### src/bcs_pkg.sv
// package with register map, field layout and types for the bridge channel scan control
// Notes on behaviour
// - excitation code: 1023 equal steps, 0 to 5 V
// - one excitation code per six-channel bank
// - offset code 0..4095 per channel, 2048 mid
// - multiplexed only: one channel onto one output
// - scan sequence kept in a loaded list, read from entry zero and wrapping after the last
// - channels visited in exact list order
// - repeated channels in a list all visited
// - scanned, not cabled: drive shared backplane bus
// - scanned and cabled: drive input line zero
// - control logic opens and closes shunt switch
package bcs_pkg;
	// geometry
	localparam int CHANNELS   = 24;
	localparam int BANKS      = 4;
	localparam int CH_W       = 5;
	localparam int EXC_W      = 10;
	localparam int OFS_W      = 12;
	localparam int LIST_DEPTH = 512;
	localparam int IDX_W      = 9;
	localparam int CNT_W      = 10;

	// reset values and highest channel number
	localparam logic [EXC_W-1:0] EXC_RESET = 10'h000;
	localparam logic [OFS_W-1:0] OFS_MID   = 12'h800;
	localparam logic [CH_W-1:0]  CH_LAST   = 5'h17;

	// register byte addresses
	localparam logic [11:0] ADDR_CTRL    = 12'h000;
	localparam logic [11:0] ADDR_STATUS  = 12'h004;
	localparam logic [11:0] ADDR_LIST    = 12'h008;
	localparam logic [11:0] ADDR_TRIGGER = 12'h00C;
	localparam logic [11:0] ADDR_EXC     = 12'h010;
	localparam logic [11:0] ADDR_OFS     = 12'h040;
	localparam logic [11:0] ADDR_OFS_END = 12'h09C;

	// control field positions
	localparam int CTRL_SCAN   = 0;
	localparam int CTRL_CABLED = 1;
	localparam int CTRL_SHUNT  = 2;
	localparam int CTRL_CLEAR  = 3;

	// status field positions
	localparam int ST_SEL   = 0;
	localparam int ST_IDX   = 5;
	localparam int ST_CNT   = 14;
	localparam int ST_SCAN  = 24;
	localparam int ST_ERROR = 25;

	typedef logic [BANKS-1:0][EXC_W-1:0]    bcs_exc_t;
	typedef logic [CHANNELS-1:0][OFS_W-1:0] bcs_ofs_t;

	// output routing of the selected channel
	typedef struct packed {
		logic backplane_drive;
		logic line_zero_own;
		logic line_zero_forward;
	} bcs_route_s;

	typedef enum logic [1:0] {
		ST_IDLE_SCAN = 2'b01,
		ST_RUN_SCAN  = 2'b10
	} bcs_state_e;
endpackage

### src/bcs_bridge_channel_scan_control.sv
// top module: apb registers, scan list and output multiplexer control
`timescale 1ns/1ps
`default_nettype none
module bcs_bridge_channel_scan_control (
	// clock and reset
	input  wire logic                   pclk,
	input  wire logic                   presetn,
	// apb slave
	input  wire logic                   psel,
	input  wire logic                   penable,
	input  wire logic                   pwrite,
	input  wire logic [11:0]            paddr,
	input  wire logic [31:0]            pwdata,
	output logic      [31:0]            prdata,
	output logic                        pready,
	output logic                        pslverr,
	// scan timing from digitizer and chassis
	input  wire logic                   conv_trigger,
	input  wire logic                   module_scanned,
	// analog control
	output logic      [4:0]             mux_select,
	output bcs_pkg::bcs_route_s         route,
	output logic                        shunt_closed,
	output bcs_pkg::bcs_exc_t           exc_code,
	output bcs_pkg::bcs_ofs_t           ofs_code
);
	logic [bcs_pkg::CH_W-1:0]  scan_list [bcs_pkg::LIST_DEPTH];
	logic [bcs_pkg::CNT_W-1:0] list_count;
	logic [bcs_pkg::IDX_W-1:0] list_idx;
	logic [bcs_pkg::IDX_W-1:0] next_idx;
	logic                      scan_en;
	logic                      cabled;
	logic                      list_error;
	bcs_pkg::bcs_state_e       state;
	logic                      setup;
	logic                      wr_acc;
	logic                      list_push;
	logic                      list_clear;
	logic                      advance;
	logic                      start;

	// byte address inside the offset block
	function automatic logic is_ofs(input logic [11:0] a);
		return a >= bcs_pkg::ADDR_OFS && a <= bcs_pkg::ADDR_OFS_END && a[1:0] == 2'b00;
	endfunction

	// channel number of an offset register
	function automatic logic [4:0] ofs_index(input logic [11:0] a);
		logic [11:0] d;
		d = a - bcs_pkg::ADDR_OFS;
		return d[6:2];
	endfunction

	// excitation bank addresses
	function automatic logic is_exc(input logic [11:0] a);
		return a[11:4] == bcs_pkg::ADDR_EXC[11:4] && a[1:0] == 2'b00;
	endfunction

	function automatic logic is_mapped(input logic [11:0] a);
		return a == bcs_pkg::ADDR_CTRL || a == bcs_pkg::ADDR_STATUS
			|| a == bcs_pkg::ADDR_LIST || a == bcs_pkg::ADDR_TRIGGER
			|| is_exc(a) || is_ofs(a);
	endfunction

	// bus phase decode
	assign setup      = psel && !penable;
	assign wr_acc     = psel && penable && pready && pwrite && is_mapped(paddr);
	assign list_clear = wr_acc && paddr == bcs_pkg::ADDR_CTRL && pwdata[bcs_pkg::CTRL_CLEAR];
	// list is frozen while scanning so the sequence stays consistent
	assign list_push  = wr_acc && paddr == bcs_pkg::ADDR_LIST && state == bcs_pkg::ST_IDLE_SCAN;
	assign start      = state == bcs_pkg::ST_IDLE_SCAN && scan_en && list_count != '0;
	assign advance    = state == bcs_pkg::ST_RUN_SCAN && (conv_trigger
		|| (wr_acc && paddr == bcs_pkg::ADDR_TRIGGER));

	// wrap after the last loaded entry
	always_comb begin
		if ({1'b0, list_idx} + 10'h001 >= list_count) begin
			next_idx = '0;
		end else begin
			next_idx = list_idx + 9'h001;
		end
	end

	// apb answers with no wait states
	always_ff @(posedge pclk or negedge presetn) begin
		if (!presetn) begin
			pready <= 1'b0;
		end else begin
			pready <= 1'b1;
		end
	end

	// read data and error captured in the setup cycle
	always_ff @(posedge pclk or negedge presetn) begin
		if (!presetn) begin
			prdata  <= 32'h0000_0000;
			pslverr <= 1'b0;
		end else if (setup) begin
			pslverr <= !is_mapped(paddr);
			prdata  <= 32'h0000_0000;
			if (!pwrite) begin
				if (paddr == bcs_pkg::ADDR_CTRL) begin
					prdata[bcs_pkg::CTRL_SCAN]   <= scan_en;
					prdata[bcs_pkg::CTRL_CABLED] <= cabled;
					prdata[bcs_pkg::CTRL_SHUNT]  <= shunt_closed;
				end else if (paddr == bcs_pkg::ADDR_STATUS) begin
					prdata[bcs_pkg::ST_SEL +: bcs_pkg::CH_W]  <= mux_select;
					prdata[bcs_pkg::ST_IDX +: bcs_pkg::IDX_W] <= list_idx;
					prdata[bcs_pkg::ST_CNT +: bcs_pkg::CNT_W] <= list_count;
					prdata[bcs_pkg::ST_SCAN]  <= state == bcs_pkg::ST_RUN_SCAN;
					prdata[bcs_pkg::ST_ERROR] <= list_error;
				end else if (is_exc(paddr)) begin
					prdata[bcs_pkg::EXC_W-1:0] <= exc_code[paddr[3:2]];
				end else if (is_ofs(paddr)) begin
					prdata[bcs_pkg::OFS_W-1:0] <= ofs_code[ofs_index(paddr)];
				end
			end
		end
	end

	// control bits
	always_ff @(posedge pclk or negedge presetn) begin
		if (!presetn) begin
			scan_en      <= 1'b0;
			cabled       <= 1'b0;
			shunt_closed <= 1'b0;
		end else if (wr_acc && paddr == bcs_pkg::ADDR_CTRL) begin
			scan_en      <= pwdata[bcs_pkg::CTRL_SCAN];
			cabled       <= pwdata[bcs_pkg::CTRL_CABLED];
			shunt_closed <= pwdata[bcs_pkg::CTRL_SHUNT];
		end
	end

	// excitation code per bank of six channels, 1023 steps up to full scale
	always_ff @(posedge pclk or negedge presetn) begin
		if (!presetn) begin
			exc_code <= {bcs_pkg::BANKS{bcs_pkg::EXC_RESET}};
		end else if (wr_acc && is_exc(paddr)) begin
			exc_code[paddr[3:2]] <= pwdata[bcs_pkg::EXC_W-1:0];
		end
	end

	// offset null code per channel, reset to mid-scale for no correction
	always_ff @(posedge pclk or negedge presetn) begin
		if (!presetn) begin
			ofs_code <= {bcs_pkg::CHANNELS{bcs_pkg::OFS_MID}};
		end else if (wr_acc && is_ofs(paddr)) begin
			ofs_code[ofs_index(paddr)] <= pwdata[bcs_pkg::OFS_W-1:0];
		end
	end

	// scan list storage; entries stay until cleared, repeats allowed
	always_ff @(posedge pclk) begin
		if (list_push && list_count < bcs_pkg::CNT_W'(bcs_pkg::LIST_DEPTH)
			&& pwdata[bcs_pkg::CH_W-1:0] <= bcs_pkg::CH_LAST) begin
			scan_list[list_count[bcs_pkg::IDX_W-1:0]] <= pwdata[bcs_pkg::CH_W-1:0];
		end
	end

	// fill level and sticky error for a full list or a bad channel
	always_ff @(posedge pclk or negedge presetn) begin
		if (!presetn) begin
			list_count <= '0;
			list_error <= 1'b0;
		end else if (list_clear && state == bcs_pkg::ST_IDLE_SCAN) begin
			list_count <= '0;
			list_error <= 1'b0;
		end else if (list_push) begin
			// depth caps what one module can hold; the system total is the loader's job
			if (list_count >= bcs_pkg::CNT_W'(bcs_pkg::LIST_DEPTH)
				|| pwdata[bcs_pkg::CH_W-1:0] > bcs_pkg::CH_LAST) begin
				list_error <= 1'b1;
			end else begin
				list_count <= list_count + 10'h001;
			end
		end
	end

	// scan sequencer
	always_ff @(posedge pclk or negedge presetn) begin
		if (!presetn) begin
			state    <= bcs_pkg::ST_IDLE_SCAN;
			list_idx <= '0;
		end else begin
			case (state)
				bcs_pkg::ST_IDLE_SCAN: begin
					list_idx <= '0;
					if (start) begin
						state <= bcs_pkg::ST_RUN_SCAN;
					end
				end
				bcs_pkg::ST_RUN_SCAN: begin
					if (!scan_en) begin
						state <= bcs_pkg::ST_IDLE_SCAN;
					end else if (advance) begin
						list_idx <= next_idx;
					end
				end
				default: begin
					state <= bcs_pkg::ST_IDLE_SCAN;
				end
			endcase
		end
	end

	// single multiplexer selection, taken straight from the list entry
	always_ff @(posedge pclk or negedge presetn) begin
		if (!presetn) begin
			mux_select <= 5'h00;
		end else if (start) begin
			mux_select <= scan_list[0];
		end else if (advance && scan_en) begin
			mux_select <= scan_list[next_idx];
		end
	end

	// output routing; the chassis decides when this module is scanned
	always_ff @(posedge pclk or negedge presetn) begin
		if (!presetn) begin
			route <= '0;
		end else begin
			route.backplane_drive   <= state == bcs_pkg::ST_RUN_SCAN && module_scanned
				&& !cabled;
			route.line_zero_own     <= state == bcs_pkg::ST_RUN_SCAN && module_scanned
				&& cabled;
			// forwarding relies on the chassis sequence chosen before the scan
			route.line_zero_forward <= cabled && !module_scanned;
		end
	end
endmodule
`default_nettype wire

### config.mk
export PLATFORM = sky130hd
export DESIGN_NAME = bcs_bridge_channel_scan_control
export DESIGN_NICKNAME = d
export VERILOG_FILES = /design/src/bcs_pkg.sv /design/src/bcs_bridge_channel_scan_control.sv
export SDC_FILE = /design/constraint.sdc
export NUM_CORES = 2
export LEC_CHECK = 0
export BUFFER_PORTS_ARGS = -buffer_cell sky130_fd_sc_hd__buf_4
export CELL_PAD_IN_SITES_DETAIL_PLACEMENT = 1
export CELL_PAD_IN_SITES_GLOBAL_PLACEMENT = 2
export CORE_UTILIZATION = 41
export DETAILED_ROUTE_END_ITERATION = 6
export GPL_TIMING_DRIVEN = 1
export PLACE_DENSITY = 0.73
export SYNTH_ARGS = -nofsm -noshare
export SYNTH_HDL_FRONTEND = slang
export SYNTH_SLANG_ARGS = --single-unit
### constraint.sdc
create_clock -name pclk -period 4.4 [get_ports pclk]
set_input_delay 0.88 -clock pclk [delete_from_list [all_inputs] [get_ports pclk]]
set_output_delay 0.88 -clock pclk [all_outputs]
set_load 0.005 [all_outputs]
==> flow_summary.json <==
{
  "status": "finished with violations",
  "violations": "negative hold slack, negative setup slack",
  "fin_area_mm2": 0.152,
  "dp_cells": 13100,
  "setup_viol": 5,
  "critical_path.max_stage_delay_ns": 0.42,
  "synth_edf_count": 2560,
  "yosysSeqAreaShare": 0.720,
  "worst_ir_drop_vdd_v": 0.000371,
  "via_per_inst": 6.29,
  "crit_path_start_kind": "register",
  "cts_tree": "yes",
  "dp_slack_ns": -1.47,
  "end_kind": "register",
  "grt_max_degree": 160,
  "clock_latency_ns": 0.99,
  "drive_gt1_frac": 0.334,
  "skew_ns": 0.0530,
  "worstMarginPinSlew_ns": 1.30,
  "grt_overflow_total": 0,
  "grt_pass1_wl_um": 709000,
  "areaGrowthSynthToFinish_pct": 26.3,
  "port_buffers": 395,
  "rsz0062_at_grt": "yes",
  "fp-row-count": 198,
  "synth-seq-cells": 2949,
  "setup_ws_ns": -0.563,
  "cts_sinks": 2949,
  "worstPathRequired_ns": 5.31,
  "clk_pin_slew_worst_paths_ns": 0.06,
  "gp_congestion": 0.957,
  "dr.first_iter.drc_count": 12700,
  "grt_use_total": 0.343,
  "placed_area_mm2": 0.138,
  "num_vias": 87200,
  "yosysUniqueCellTypes": 101,
  "critPathArrivalTime_ns": 5.87,
  "fmax_mhz": 201,
  "drt-total-wl_um": 515000,
  "postRouteAntennaNets": 0,
  "drcViolationCount": 0,
  "worstPathCellList": "buf_6, and3_4, nand3_4, xor2_4, inv_2, ha_2, nand4_1, or2_4, o211ai_4, nor3_4, buf_6, buf_6, buf_12, buf_12, mux2i_4, a211oi_4, o21ai_2, buf_4, a2111oi_2, buf_4, and3_1, or4_1",
  "cts_root_buffer": "clkbuf_16",
  "die_area_mm2": 0.296,
  "power.total_mw": 58.1,
  "io_pins": 422,
  "synthArstFlopShare": 0.132,
  "hold_viol": 4,
  "fin_setup_tns_ns": -2.54,
  "final_core_util": 0.522,
  "period_share": 1.13,
  "crit_top_cell": "buf_6",
  "die_y_um": 544,
  "maxSlewHeadroom": 0.131,
  "synthFlopType": "edfxtp_1",
  "ctsHoldBuffers": 0,
  "die_w_um": 544,
  "synth_top_cell_area_share": 0.639,
  "instances_no_fill": 13900,
  "ys.warnings.count": 0,
  "initial_utilization": 0.413,
  "crit_type": "reg -> reg",
  "fin_nets": 9759,
  "synth.avg_cell_area_um2": 15.0,
  "htree_num_levels": 5,
  "cap_violations": 0,
  "routedWlPerCell_um": 37.2,
  "p_leak_nw": 54.0,
  "power_density_mw_per_mm2": 382,
  "worstHoldPathType": "in -> async",
  "syn_area_mm2": 0.120,
  "grt_pass1_vias": 88000,
  "ys_top_cells_by_area": "edfxtp_1, dfrtp_1, mux2_2",
  "dr.pass1.iters": 6,
  "syn_inst": 8019,
  "maxSlewViolCount": 0,
  "crit_fanout": 8,
  "crit_slowest_cell": "dfrtp_1",
  "fin_crit_ns": 4.96,
  "holdWs_ns": -0.0234,
  "synth_top_area_cell": "edfxtp_1",
  "hpwl_um": 337000,
  "antenna_found_initial": 36,
  "core_mm2": 0.291,
  "cts_buffers": 320,
  "cts.path.max_buffers": 4
}
## flip-flops by register name, summed over array words and instances, names as in the netlist
name / count
pready: 1
cabled: 1
mux_select: 5
shunt_closed: 1
scan_list: 2560
ofs_code: 288
list_error: 1
list_count: 10
scan_en: 1
pslverr: 1
route: 3
prdata: 26
list_idx: 9
exc_code: 40
state: 2
## placed cells by master (no fill, tap or decap), types with 20 or more instances in the layout
| cell type | instances |
|---|---|
| a211oi_1 | 68 |
| a21oi_1 | 233 |
| a221oi_1 | 39 |
| a22o_1 | 26 |
| a2bb2oi_1 | 35 |
| a31oi_1 | 93 |
| a32oi_1 | 28 |
| and3_1 | 36 |
| buf_12 | 169 |
| buf_4 | 1699 |
| buf_6 | 62 |
| buf_8 | 20 |
| bufinv_16 | 22 |
| clkbuf_1 | 65 |
| clkbuf_16 | 326 |
| clkinv_1 | 59 |
| clkinv_2 | 61 |
| dfrtp_1 | 362 |
| dfstp_2 | 25 |
| edfxtp_1 | 2560 |
| mux2_2 | 429 |
| mux2i_1 | 347 |
| mux4_2 | 140 |
| nand2_1 | 647 |
| nand3_1 | 180 |
| nand4_1 | 25 |
| nor2_1 | 767 |
| nor2b_1 | 25 |
| nor3_1 | 58 |
| o211ai_1 | 77 |
| o21ai_0 | 270 |
| o21ai_1 | 22 |
| o221ai_1 | 96 |
| o22a_1 | 22 |
| o22ai_1 | 226 |
## cells in the mapped netlist, drive strengths merged, types with 10 or more instances
cell type and instances:
nand4 26, edfxtp 2560, nor2 779, dfrtp 364, o31ai 17, inv 22, nor3 86, nor4 23
a211oi 85, mux2i 354, nand2 674, a21oi 257, mux4 140, nand2b 11, nand3 200, o21ai 301
o32ai 18, a2bb2oi 39, o22a 22, o221ai 102, and3 39, a22oi 25, clkbuf 279, o31a 10
o22ai 237, a31oi 109, buf 337, a32o 11, o2111ai 14, nor2b 25, o311ai 14, or3 16
a221oi 57, a2111oi 14, mux2 429, ha 15, a22o 26, o211ai 79, a311oi 18, a211o 10
a32oi 30, dfstp 25
## worst max-delay path, delay by kind of cell (launching register included)
family / cells / cell delay [ns]
xor+xnor: 1 / 0.17
fa+ha+maj: 1 / 0.35
mux: 1 / 0.20
compound gates: 4 / 1.19
buf+inv: 8 / 1.12
simple gates: 7 / 1.44
flops: 1 / 0.42
## cell families after synthesis
| kind of cell | count (synthesis) | share of synthesized area |
|---|---|---|
| flip-flops | 2949 | 0.720 |
| multiplexers | 923 | 0.0958 |
| AO/OA/AOI/OAI | 1570 | 0.0885 |
| AND/OR/NAND/NOR | 1908 | 0.0673 |
| XOR/XNOR | 12 | 0.000936 |
| buffers and inverters | 640 | 0.0259 |
| adder cells (fa/ha/maj) | 15 | 0.00156 |
| other | 2 | 0.0000624 |
## timing repair
action | in CTS | in global routing
setup endpoints to repair | 5 | 5
setup buffers | 118 | 15
cloned | 9 | 0
pin swaps | 109 | 54
endpoints found under the hold margin | 0 | 0
resized for setup | 360 | 76
## worst paths after layout
| check | from | end | slack [ns] | cells past startpoint |
|---|---|---|---|---|
| setup / recovery | list_idx[2]$_DFFE_PN0P_ | mux_select[4]$_DFFE_PN0P_ | -0.56 | 22 |
| hold / removal | presetn | ofs_code[254]$_DFFE_PN0P_ | -0.02 | 1 |
| setup reg to reg | list_idx[2]$_DFFE_PN0P_ | mux_select[4]$_DFFE_PN0P_ | -0.56 | 22 |
| hold reg to reg | list_error$_DFFE_PN0P_ | prdata[25]$_DFFE_PN0P_ | 0.49 | 1 |
| max in group asynchronous | presetn | ofs_code[215]$_DFFE_PN1P_ | 3.27 | 2 |
| min in group pclk | module_scanned | route[0]$_DFF_PN0_ | 0.08 | 2 |
## power breakdown
| group | total, mW | switching [mW] | leakage (nW) | internal [mW] |
|---|---|---|---|---|
| combinational | 0.867 | 0.730 | 20.8 | 0.137 |
| sequential | 30.4 | 0.00415 | 28.3 | 30.4 |
| clock | 26.8 | 11.7 | 4.98 | 15.1 |
| total | 58.1 | 12.5 | 54.0 | 45.7 |
## routing by layer
metal	GRT usage	part of all wire	vias to the layer above
li1	-	-	34500
met4	0.173	0.056	38
met2	0.524	0.45	5631
met5	0	0.00083	-
met1	0.455	0.38	45700
met3	0.0868	0.11	1286
## area by class of cell
type	instances	area (um2)
Inverter	24	106
Antenna cell	14	35.0
Timing Repair Buffer	1963	17500
Sequential cell	2949	86600
Clock inverter	173	1580
Tap cell	3900	4880
Fill cell	28200	139000
Clock buffer	403	8560
Multi-Input combinational cell	4435	32700
Note: power is estimated with default switching activity, not from simulation.
